[src/verilog/fci_defs.svh]
`ifndef FCI_DEFS_SVH
`define FCI_DEFS_SVH
// ----------------------------------------
// Command addresses and data
// ----------------------------------------
`define FCI_ADDR_UNLOCK1 16'h0555
`define FCI_ADDR_UNLOCK2 16'h02aa
`define FCI_ADDR_ANY 16'h0000
`define FCI_DATA_UNLOCK1 16'h00aa
`define FCI_DATA_UNLOCK2 16'h0055
`define FCI_DATA_RESET 16'h00f0
`define FCI_DATA_AUTOSEL 16'h0090
`define FCI_DATA_PROGRAM 16'h00a0
`define FCI_DATA_BYPASS 16'h0020
`define FCI_DATA_BYPASS_RST 16'h0000
`define FCI_DATA_ERASE 16'h0080
`define FCI_DATA_CHIP_ERASE 16'h0010
`define FCI_DATA_BLOCK_ERASE 16'h0030
`define FCI_DATA_SUSPEND 16'h00b0
`define FCI_DATA_RESUME 16'h0030
// ----------------------------------------
// Auto select read addresses
// ----------------------------------------
`define FCI_ASEL_MANUF 16'h0000
`define FCI_ASEL_DEVICE 16'h0001
`define FCI_ASEL_PROTECT 16'h0002
`define FCI_ASEL_BLOCK_POS 12
// ----------------------------------------
// Bus timing
// ----------------------------------------
`define FCI_CLK_PERIOD_NS 5
`define FCI_MIN_PULSE_NS 5
`define FCI_SETUP_NS 30
`define FCI_PULSE_NS 45
`define FCI_RECOVER_NS 30
`define FCI_IDLE_NS 150
`define FCI_ABORT_US 10
`define FCI_NS2CYC(t) (((t) + `FCI_CLK_PERIOD_NS - 1) / `FCI_CLK_PERIOD_NS)
`endif

[src/verilog/fci_pkg.sv]
package fci_pkg;
  typedef enum logic [3:0] {
    FCI_CMD_READ_RESET,
    FCI_CMD_READ_RESET3,
    FCI_CMD_AUTO_SELECT,
    FCI_CMD_PROGRAM,
    FCI_CMD_BYPASS,
    FCI_CMD_BYPASS_PROGRAM,
    FCI_CMD_BYPASS_RESET,
    FCI_CMD_CHIP_ERASE,
    FCI_CMD_BLOCK_ERASE,
    FCI_CMD_BLOCK_ADD,
    FCI_CMD_SUSPEND,
    FCI_CMD_RESUME,
    FCI_CMD_READ,
    FCI_CMD_ASEL_READ
  } fci_cmd_e;
  typedef enum logic [1:0] {
    FCI_CYC_WRITE,
    FCI_CYC_READ
  } fci_cyc_e;
endpackage : fci_pkg

[src/verilog/fci_cycle_if.sv]
`timescale 1ns/100ps
interface fci_cycle_if;
  logic start;
  fci_pkg::fci_cyc_e kind;
  logic [15:0] addr;
  logic [15:0] wdata;
  logic [15:0] rdata;
  logic done;
  modport seq (output start, kind, addr, wdata, input rdata, done);
  modport bus (input start, kind, addr, wdata, output rdata, done);
endinterface : fci_cycle_if

[src/verilog/fci_bus_cycle.sv]
`timescale 1ns/100ps
`include "fci_defs.svh"
module fci_bus_cycle #(
  parameter int SetupCyc = `FCI_NS2CYC(`FCI_SETUP_NS),
  parameter int PulseCyc = `FCI_NS2CYC(`FCI_PULSE_NS),
  parameter int RecoverCyc = `FCI_NS2CYC(`FCI_RECOVER_NS)
) (
  // Clock and reset
  input wire logic clk_sys,
  input wire logic resetn,
  // Sequencer side
  fci_cycle_if.bus cyc,
  // Flash pins
  output logic chipEnableN,
  output logic outputEnableN,
  output logic writeEnableN,
  output logic [15:0] wordSelectLines,
  output logic [15:0] bidirDataLinesOut,
  output logic bidirDataLinesOeN,
  input wire logic [15:0] bidirDataLinesIn
);
  localparam int MinPulse = `FCI_NS2CYC(`FCI_MIN_PULSE_NS);

  // Counters are eight bits wide; strobes must outlast any glitch
  if (PulseCyc <= MinPulse || SetupCyc < 1 || RecoverCyc < 1 || PulseCyc > 255 ||
      SetupCyc > 255 || RecoverCyc > 255) begin : g_bad_timing
    $error("fci_bus_cycle: timing parameters out of range");
  end

  typedef enum logic [1:0] {IDLE, SETUP, PULSE, RECOVER} fci_phase_e;
  fci_phase_e phase_q;
  logic [7:0] cnt_q;
  logic isRead_q;

  // ----------------------------------------
  // Cycle sequencing
  // ----------------------------------------
  // Address set while strobes high; CE and WE fall together after setup, so
  // the address is stable on their shared falling edge.
  // Data held past the rising strobes during recovery.
  // Strobes held far longer than any glitch.
  always_ff @(posedge clk_sys) begin
    if (!resetn) begin
      phase_q <= IDLE;
      cnt_q <= 8'h00;
      isRead_q <= 1'b0;
      chipEnableN <= 1'b1;
      outputEnableN <= 1'b1;
      writeEnableN <= 1'b1;
      wordSelectLines <= 16'h0000;
      bidirDataLinesOut <= 16'h0000;
      bidirDataLinesOeN <= 1'b1;
      cyc.rdata <= 16'h0000;
      cyc.done <= 1'b0;
    end else begin
      cyc.done <= 1'b0;
      unique case (phase_q)
        IDLE: begin
          if (cyc.start) begin
            isRead_q <= (cyc.kind == fci_pkg::FCI_CYC_READ);
            wordSelectLines <= cyc.addr;
            bidirDataLinesOut <= cyc.wdata;
            // Release data lines on reads, OE stays high on writes
            bidirDataLinesOeN <= (cyc.kind == fci_pkg::FCI_CYC_READ);
            cnt_q <= 8'(SetupCyc);
            phase_q <= SETUP;
          end
        end
        SETUP: begin
          cnt_q <= cnt_q - 8'h01;
          if (cnt_q == 8'h01) begin
            chipEnableN <= 1'b0;
            // Read: CE low, OE low, WE high
            outputEnableN <= !isRead_q;
            writeEnableN <= isRead_q;
            cnt_q <= 8'(PulseCyc);
            phase_q <= PULSE;
          end
        end
        PULSE: begin
          cnt_q <= cnt_q - 8'h01;
          if (cnt_q == 8'h01) begin
            if (isRead_q) begin
              cyc.rdata <= bidirDataLinesIn;
            end
            chipEnableN <= 1'b1;
            outputEnableN <= 1'b1;
            writeEnableN <= 1'b1;
            cnt_q <= 8'(RecoverCyc);
            phase_q <= RECOVER;
          end
        end
        RECOVER: begin
          cnt_q <= cnt_q - 8'h01;
          if (cnt_q == 8'h01) begin
            bidirDataLinesOeN <= 1'b1;
            cyc.done <= 1'b1;
            phase_q <= IDLE;
          end
        end
      endcase
    end
  end
endmodule : fci_bus_cycle

[src/verilog/fci_host.sv]
// Operation
// - Reads drive chip and output enable low, write enable high.
// - Output enable stays high throughout every write.
// - Read/reset is F0 alone or 555/AA, 2AA/55, F0.
// - Auto select is 555/AA, 2AA/55, 555/90 and persists.
// - Program is 555/AA, 2AA/55, 555/A0 then target location and value.
// - Unlock bypass is 555/AA, 2AA/55, 555/20.
// - Bypass program is A0 then target location and value.
// - Bypass reset is 90 then 00 to any address.
// - Chip erase is six writes ending 555/10.
// - Block erase ends with block address/30; repeat to add blocks.
`timescale 1ns/100ps
`include "fci_defs.svh"
module fci_host #(
  parameter int AbortCyc = (`FCI_ABORT_US * 1000) / `FCI_CLK_PERIOD_NS
) (
  // Clock and reset
  input wire logic clk_sys,
  input wire logic resetn,
  // Command port
  input wire logic cmdValid,
  input wire fci_pkg::fci_cmd_e cmdCode,
  input wire logic [15:0] cmdAddr,
  input wire logic [15:0] cmdData,
  output logic cmdReady,
  output logic rspValid,
  output logic [15:0] rspData,
  // Flash pins
  output logic chipEnableN,
  output logic outputEnableN,
  output logic writeEnableN,
  output logic [15:0] wordSelectLines,
  output logic [15:0] bidirDataLinesOut,
  output logic bidirDataLinesOeN,
  input wire logic [15:0] bidirDataLinesIn
);
  // Abort counter is sixteen bits wide
  if (AbortCyc < 1 || AbortCyc > 65535) begin : g_bad_abort
    $error("fci_host: AbortCyc out of range");
  end

  fci_cycle_if cyc ();

  fci_bus_cycle u_cycle (
    .clk_sys(clk_sys),
    .resetn(resetn),
    .cyc(cyc),
    .chipEnableN(chipEnableN),
    .outputEnableN(outputEnableN),
    .writeEnableN(writeEnableN),
    .wordSelectLines(wordSelectLines),
    .bidirDataLinesOut(bidirDataLinesOut),
    .bidirDataLinesOeN(bidirDataLinesOeN),
    .bidirDataLinesIn(bidirDataLinesIn)
  );

  // ----------------------------------------
  // Sequence table
  // ----------------------------------------
  typedef enum logic [1:0] {IDLE, ISSUE, WAIT, ABORT} fci_state_e;
  fci_state_e state_q;
  logic [2:0] step_q;
  logic [2:0] len_q;
  fci_pkg::fci_cmd_e code_q;
  logic [15:0] userAddr_q;
  logic [15:0] userData_q;
  logic [15:0] abortCnt_q;
  logic stepRead;
  logic [15:0] stepAddr;
  logic [15:0] stepData;
  logic [2:0] cmdLen;

  function automatic logic [2:0] seqLen(input fci_pkg::fci_cmd_e c);
    unique case (c)
      fci_pkg::FCI_CMD_READ_RESET3, fci_pkg::FCI_CMD_AUTO_SELECT,
      fci_pkg::FCI_CMD_BYPASS: seqLen = 3'd3;
      fci_pkg::FCI_CMD_PROGRAM: seqLen = 3'd4;
      fci_pkg::FCI_CMD_BYPASS_PROGRAM, fci_pkg::FCI_CMD_BYPASS_RESET: seqLen = 3'd2;
      fci_pkg::FCI_CMD_CHIP_ERASE, fci_pkg::FCI_CMD_BLOCK_ERASE: seqLen = 3'd6;
      default: seqLen = 3'd1;
    endcase
  endfunction : seqLen

  assign cmdLen = seqLen(cmdCode);

  // Address and data of the current step
  always_comb begin
    stepRead = 1'b0;
    stepAddr = `FCI_ADDR_ANY;
    stepData = `FCI_DATA_RESET;
    // Unlock prefix shared by long sequences
    // Second unlock pair only in the six-write erase sequences
    if (len_q >= 3'd3 && (step_q == 3'd0 || (len_q == 3'd6 && step_q == 3'd3))) begin
      stepAddr = `FCI_ADDR_UNLOCK1;
      stepData = `FCI_DATA_UNLOCK1;
    end else if (len_q >= 3'd3 && (step_q == 3'd1 || (len_q == 3'd6 && step_q == 3'd4))) begin
      stepAddr = `FCI_ADDR_UNLOCK2;
      stepData = `FCI_DATA_UNLOCK2;
    end else begin
      unique case (code_q)
        fci_pkg::FCI_CMD_READ_RESET, fci_pkg::FCI_CMD_READ_RESET3: begin
          stepData = `FCI_DATA_RESET;
        end
        fci_pkg::FCI_CMD_AUTO_SELECT: begin
          stepAddr = `FCI_ADDR_UNLOCK1;
          stepData = `FCI_DATA_AUTOSEL;
        end
        fci_pkg::FCI_CMD_BYPASS: begin
          stepAddr = `FCI_ADDR_UNLOCK1;
          stepData = `FCI_DATA_BYPASS;
        end
        fci_pkg::FCI_CMD_PROGRAM, fci_pkg::FCI_CMD_BYPASS_PROGRAM: begin
          // Final write: target location and value
          if (step_q == len_q - 3'd1) begin
            stepAddr = userAddr_q;
            stepData = userData_q;
          end else begin
            stepAddr = (len_q == 3'd4) ? `FCI_ADDR_UNLOCK1 : `FCI_ADDR_ANY;
            stepData = `FCI_DATA_PROGRAM;
          end
        end
        fci_pkg::FCI_CMD_BYPASS_RESET: begin
          stepData = (step_q == 3'd0) ? `FCI_DATA_AUTOSEL : `FCI_DATA_BYPASS_RST;
        end
        fci_pkg::FCI_CMD_CHIP_ERASE: begin
          stepAddr = `FCI_ADDR_UNLOCK1;
          stepData = (step_q == 3'd2) ? `FCI_DATA_ERASE : `FCI_DATA_CHIP_ERASE;
        end
        fci_pkg::FCI_CMD_BLOCK_ERASE: begin
          stepAddr = (step_q == 3'd2) ? `FCI_ADDR_UNLOCK1 : userAddr_q;
          stepData = (step_q == 3'd2) ? `FCI_DATA_ERASE : `FCI_DATA_BLOCK_ERASE;
        end
        fci_pkg::FCI_CMD_BLOCK_ADD: begin
          stepAddr = userAddr_q;
          stepData = `FCI_DATA_BLOCK_ERASE;
        end
        fci_pkg::FCI_CMD_SUSPEND: begin
          stepData = `FCI_DATA_SUSPEND;
        end
        fci_pkg::FCI_CMD_RESUME: begin
          stepData = `FCI_DATA_RESUME;
        end
        fci_pkg::FCI_CMD_READ: begin
          stepRead = 1'b1;
          stepAddr = userAddr_q;
        end
        fci_pkg::FCI_CMD_ASEL_READ: begin
          // Low bits pick code or protect, top bits the block
          stepRead = 1'b1;
          stepAddr = (userAddr_q & 16'hf000) | (userAddr_q & 16'h0003);
        end
      endcase
    end
  end

  // ----------------------------------------
  // Command sequencer
  // ----------------------------------------
  always_ff @(posedge clk_sys) begin
    if (!resetn) begin
      state_q <= IDLE;
      step_q <= 3'd0;
      len_q <= 3'd1;
      code_q <= fci_pkg::FCI_CMD_READ;
      userAddr_q <= 16'h0000;
      userData_q <= 16'h0000;
      abortCnt_q <= 16'h0000;
      cmdReady <= 1'b0;
      rspValid <= 1'b0;
      rspData <= 16'h0000;
      cyc.start <= 1'b0;
      cyc.kind <= fci_pkg::FCI_CYC_WRITE;
      cyc.addr <= 16'h0000;
      cyc.wdata <= 16'h0000;
    end else begin
      rspValid <= 1'b0;
      cyc.start <= 1'b0;
      unique case (state_q)
        IDLE: begin
          cmdReady <= 1'b1;
          if (cmdValid && cmdReady) begin
            cmdReady <= 1'b0;
            code_q <= cmdCode;
            len_q <= cmdLen;
            userAddr_q <= cmdAddr;
            userData_q <= cmdData;
            step_q <= 3'd0;
            state_q <= ISSUE;
          end
        end
        ISSUE: begin
          cyc.start <= 1'b1;
          cyc.kind <= stepRead ? fci_pkg::FCI_CYC_READ : fci_pkg::FCI_CYC_WRITE;
          cyc.addr <= stepAddr;
          cyc.wdata <= stepData;
          state_q <= WAIT;
        end
        WAIT: begin
          if (cyc.done) begin
            if (step_q == len_q - 3'd1) begin
              rspValid <= 1'b1;
              rspData <= cyc.rdata;
              // Resets need the abort wait before reads are valid
              if (code_q == fci_pkg::FCI_CMD_READ_RESET ||
                  code_q == fci_pkg::FCI_CMD_READ_RESET3) begin
                abortCnt_q <= 16'(AbortCyc);
                state_q <= ABORT;
              end else begin
                state_q <= IDLE;
              end
            end else begin
              step_q <= step_q + 3'd1;
              state_q <= ISSUE;
            end
          end
        end
        ABORT: begin
          abortCnt_q <= abortCnt_q - 16'h0001;
          if (abortCnt_q == 16'h0001) begin
            state_q <= IDLE;
          end
        end
      endcase
    end
  end
endmodule : fci_host

[config.mk]
export PLATFORM = sky130hd
export DESIGN_NAME = fci_host
export DESIGN_NICKNAME = d
export VERILOG_FILES = /design/src/verilog/fci_pkg.sv /design/src/verilog/fci_cycle_if.sv /design/src/verilog/fci_bus_cycle.sv /design/src/verilog/fci_host.sv
export VERILOG_INCLUDE_DIRS = /design/src /design/src/verilog
export SDC_FILE = /design/constraint.sdc
export NUM_CORES = 1
export LEC_CHECK = 0
export BUFFER_PORTS_ARGS = -buffer_cell sky130_fd_sc_hd__buf_2
export CORE_ASPECT_RATIO = 1.2
export CORE_UTILIZATION = 53
export CTS_BUF_LIST = sky130_fd_sc_hd__clkbuf_4 sky130_fd_sc_hd__clkbuf_8
export CTS_CLUSTER_SIZE = 8
export DETAILED_ROUTE_END_ITERATION = 10
export PLACE_DENSITY = 0.75
export RECOVER_POWER = 100
export SLEW_MARGIN = 25
export SYNTH_ARGS = -nofsm -noshare
export SYNTH_HDL_FRONTEND = slang
export SYNTH_SLANG_ARGS = --single-unit
[constraint.sdc]
create_clock -name clk_sys -period 2 [get_ports clk_sys]
set_input_delay 0.2 -clock clk_sys [delete_from_list [all_inputs] [get_ports clk_sys]]
set_output_delay 0.2 -clock clk_sys [all_outputs]
set_load 0.05 [all_outputs]
# --- Word-level counts from Yosys, hierarchy flattened ---
# Memory sizes are Yosys's and may differ from the RTL's. A register that Yosys moved wholly into a read port is not among the register bits.
# Index checks and enable logic that the tools add are counted.
word_totals:
  reg_bits: 174
  romBits: 48
  inputBits: 55
  word_cells: 158
  n_memories: 1
mem_list:
  columns: ["name", "depth", "width", "rd", "rd_clocked_by_memory_dff", "write_ports", "line_no", "rtl"]
  rows:
  - ["(no name shown)", 16, 3, 1, 1, 0, "fci_host.sv:74", "unique case (c)"]
op_classes:
  n_addsub: 4
  order_cmp: 1
  eq_ne: 39
  mux: 53
  bitwise: 1
  reduce_logical: 35
op_table:
  columns: ["cell", "count"]
  rows:
  - ["$mux W16", 10]
  - ["$pmux W16 S8", 1]
  - ["$pmux W16 S5", 1]
  - ["$mux W8", 6]
  - ["$pmux W16 S2", 1]
  - ["$pmux W8 S4", 1]
  - ["$eq A4 B4 Y1 const B", 6]
  - ["$mux W2", 9]
  - ["$reduce_and A3 Y1", 6]
  - ["$eq A16 B1 Y1 const B", 1]
  - ["$eq A4 B3 Y1 const B", 4]
  - ["$or A16 B2 Y16", 1]
  - ["$pmux W2 S4", 2]
  - ["$sub A16 B1 Y16 const B", 1]
  - ["$mux W1", 13]
  - ["$ne A2 B2 Y1 const B", 6]
  - ["$reduce_and A4 Y1", 3]
  - ["$mux W11", 1]
  - ["$eq A3 B3 Y1 const B", 3]
  - ["$mux W3", 3]
  - ["$eq A2 B2 Y1 const B", 4]
  - ["$eq A4 B2 Y1 const B", 2]
  - ["$eq A8 B1 Y1 const B", 1]
  - ["$ne A2 B1 Y1 const B", 4]
  - ["21 further kinds", 43]

# --- Logic depth before layout (Yosys ltp) ---
depth:
  word_depth: 7
  mapped_depth: 10

# --- Hierarchy ---
# A second synthesis with hierarchy kept.
unflattened:
  hier_cells: 888
  hier_area_um2: 7629.8
by_module_without_submodules:
  columns: ["mod", "instances", "cells_per_inst", "area_each_um2", "seq_area_each_um2"]
  rows:
  - ["fci_host", 1, 565, 5034.8, 2242.2]
  - ["fci_bus_cycle", 1, 323, 2595.0, 1281.2]

# --- Worst setup path after synthesis ---
# Ideal clock, no wire load.
synth_timing:
  kind: "register to register"
  startpoint: "register len_q[0]"
  endpoint: "register abortCnt_q[15]"
  setup_ns: 0.123
  t_arrival_ns: 1.998
  required_time_ns: 1.877
  path_slack_ns: -0.121
  path_stages_with_launch: 9
  period_less_slack_ns: 2.121
  cell_sequence: "dfxtp_1 > inv_1 > ha_1 > xor2_1 > and4b_1 > buf_4 > nand2_2 > and3_1 > mux2_1"
synth_between:
  elab_chain_len: 4
synth_lines:
  columns: ["item", "line_no", "rtl"]
  rows:
  - ["start: declaration", "fci_host.sv:63", "logic [2:0] len_q;"]
  - ["$sub A3 B1 Y3", "fci_host.sv:200", "if (step_q == len_q - 3'd1) begin"]
  - ["$eq A3 B3 Y1", "fci_host.sv:200", null]
  - ["$ne A2 B2 Y1 (no source line)", null, null]
  - ["$reduce_and A4 Y1 (no source line)", null, null]
  - ["end signal: assignment", "fci_host.sv:206", "abortCnt_q <= 16'(AbortCyc);"]
  - ["end signal: assignment", "fci_host.sv:218", "abortCnt_q <= abortCnt_q - 16'h0001;"]
  - ["end: declaration", "fci_host.sv:67", "logic [15:0] abortCnt_q;"]
# Every way passes these cells.
# A chain may end at the register's enable or synchronous reset.

# --- Worst setup path after layout ---
layout_timing:
  startpoint: "register abortCnt_q[9]"
  endpoint: "register abortCnt_q[15]"
layout_between:
  elab_chain_len: 2
layout_lines:
  columns: ["item", "line_no", "rtl"]
  rows:
  - ["$sub A16 B1 Y16", "fci_host.sv:218", null]
  - ["$pmux W16 S2", "fci_host.sv:178", "unique case (state_q)"]
# Every way passes these cells.

==> flow_summary.ini <==
[placement]
hpwl_um = 11830
place_congestion = 0.8672
portBuffers = 108
post_dp_cell_area_sq_um = 8436
place_ws_ns = -0.03970
placed_cells = 1165

[timing]
drv_slew = 0
rsz0062_at_grt = true
post-route-period-util_pct = 97.81
post-route-min-period_ns = 1.956
setup_tns_ns = 0
tightest_slew_ns = 0.6238
worst_slack_ns = 0.04371
fin_hold_ws_ns = 0.01510
skew_ns = 0.01218
finalSetupViolCount = 0
finalHoldViolCount = 0
slew_headroom_pct = 58.59
timing.fmax_mhz = 511.2

[finish]
final_core_util_pct = 69.41
stdcell_count = 1253
fin_area_sq_um = 9552
drive_gt1_share_pct = 17.47
num_antenna_cells = 0
area.growth.synth_to_final_pct = 27.81
fin_nets = 1146
fill_cells = 1111

[synth]
synth_area_per_cell_sq_um = 8.407
syn_nets = 965
yosysWarnings = 0
synthArstFlopShare_pct = 0
netlist_area_sq_um = 7473
yosysTopAreaCellShare_pct = 47.15
synth_edf_count = 0
ys_dominant_reg_cell = dfxtp_1
yosysSeqAreaShare_pct = 47.15
yosysUniqueCellTypes = 72
syn-instance-count = 889
ys_ff_latch = 176
synth_top_cell_by_area = dfxtp_1
ys_top_cells_by_area = dfxtp_1 (47%), nand2_1 (10%), a21oi_1 (7.6%)

[global_routing]
antenna_found_initial = 0
grt_pass1_vias = 6612
grtUsageTotal_pct = 25.84
grt_overflow = 0
grt_pass1_wl_um = 30860
grt_max_degree = 41

[routing]
wl_per_cell_um = 15.01
ant_nets = 0
via_count = 6866
wirelength_um = 18810
via_per_inst = 5.480
route.detailed.drc = 0
drt_iter0_drc = 494
drt_first_pass_iters = 5

[clocking]
cts_sinks = 176
cts_buffers = 17
worstSkewPairLatency_ns = 0.47
cts_tree = built
htreeDepth = 4
cts_root_buf = clkbuf_8
cts.clk_slew.worst_paths_ns = 0.09
cts.path.max_buffers = 2

[critical_path]
critPathMaxFanout = 5
arrival_ns = 2.31
crit_path_end_kind = flip-flop
required_ns = 2.35
crit_path_start_kind = flip-flop
critical_path_class = reg -> reg

[power_and_ir_drop]
p_leak_nw = 3.648
p_per_area_nw_per_um2 = 842.9
power.total_mw = 8.052
ir_drop_mv = 0.5489

[floorplanning]
dieWidth_um = 110.4
core-area_sq_um = 13760
rows = 47
dieArea_sq_um = 14580
ios = 109
die_y_um = 132.1
initial_core_util_pct = 54.31

[outcome]
status = complete, no violations

[job]
cap_viol_max_count = 0

[worst_hold_path]
hold_path.class = in -> reg
==> critical path: stages, from the launching register on <==
cell     delay [ns]
dfxtp_1        0.36
or4_1          0.62
or2_2          0.36
nor2_1         0.10
nand2_1        0.09
mux2_1         0.32
==> path summary, 6_finish.rpt <==
kind	startpoint	endpoint	slack, ns	cells after the start
setup / recovery	abortCnt_q[9]	abortCnt_q[15]	0.04	5
hold / removal	cmdCode[3]	code_q[3]	0.02	3
hold reg to reg	cyc.addr[9]	u_cycle.wordSelectLines[9]	0.44	2
setup reg to reg	abortCnt_q[9]	abortCnt_q[15]	0.04	5
==> cell type report <==
cell class	instances	area (sq um)	share of cell area, %
clock inverter	11	177.7	1.860
timing repair buffer	217	1465	15.34
sequential	176	3531	36.97
clock buffer	20	269.0	2.816
tap	171	214.0	2.240
inverter	17	65.06	0.6812
multi-input combinational	641	3830	40.10
==> logic make-up (layout without fill, tap and decap cells) <==
group / Yosys count / count (layout) / synth area share (%)
XOR/XNOR: 20 / 20 / 2.545
AND/OR/NAND/NOR: 372 / 372 / 22.92
AO/OA/AOI/OAI: 209 / 209 / 17.28
buffers and inverters: 72 / 265 / 4.018
flip-flops: 176 / 176 / 47.15
multiplexers: 19 / 19 / 2.578
adder cells (fa/ha/maj): 21 / 21 / 3.516
==> flip-flops by register name, summed over array words and instances, names as in the netlist, 2 cells and up <==
| register | flops |
|---|---|
| userData_q | 16 |
| state_q | 2 |
| u_cycle.wordSelectLines | 16 |
| len_q | 3 |
| cyc.wdata | 16 |
| cyc.addr | 16 |
| u_cycle.bidirDataLinesOut | 16 |
| userAddr_q | 16 |
| u_cycle.phase_q | 2 |
| abortCnt_q | 16 |
| step_q | 3 |
| u_cycle.cnt_q | 8 |
| code_q | 4 |
| rspData | 16 |
| u_cycle.cyc.rdata | 16 |
==> synthesized netlist by cell type (all sizes together), types with 5 or more instances <==
cell type  count
nand2        201
o21a           6
mux2i         17
xor2           5
clkbuf        46
o22ai          5
nand3         14
o21ai         26
nand2b        11
xnor2         14
nor3          12
a21oi        114
nor4          11
a32oi          9
a22o           5
ha            21
nor3b          6
nor2          73
dfxtp        176
inv           17
a211oi        13
and2          11
buf            9
==> power breakdown <==
group          internal [mW]  switching (mW)  total, mW
Clock                   1.45            1.28       2.73
Sequential              3.67           0.152       3.82
Combinational          0.647           0.857       1.50
==> per-layer routing <==
layer	vias to the layer above	track usage, %	share of wire (%)
li1	3399	-	-
met1	3255	30.59	43
met2	175	45.48	51
met3	37	4.828	3.9
met4	0	11.26	2.3
met5	-	0	0
==> cell usage in the layout (no fill, tap or decap), drive strengths merged, types with 4 or more instances in the layout <==
| cell type | instances |
|---|---|
| dfxtp | 176 |
| nor4 | 11 |
| nor2 | 73 |
| a32oi | 9 |
| o21a | 6 |
| nand3 | 14 |
| or3 | 4 |
| nand2b | 11 |
| a211oi | 13 |
| mux2i | 17 |
| clkbuf | 76 |
| o21ai | 26 |
| xnor2 | 14 |
| a22o | 5 |
| bufinv | 4 |
| xor2 | 5 |
| o22ai | 5 |
| a31oi | 4 |
| nor3b | 6 |
| buf | 110 |
| nor2b | 4 |
| nor3 | 12 |
| inv | 19 |
| a21oi | 114 |
| nand2 | 201 |
| o31a | 4 |
| and2 | 11 |
| ha | 21 |
| nand3b | 4 |
| dlygate4sd3 | 51 |
==> what timing repair did <==
item                                    4_1_cts  5_1_grt
hold endpoints to repair                     51        0
resized for setup                            10       28
pin swaps                                     1        7
setup buffers                                 1        5
endpoints found under the setup margin       19       52
hold buffers                                 51        0
No activity file was read; power rests on OpenSTA's default activity.
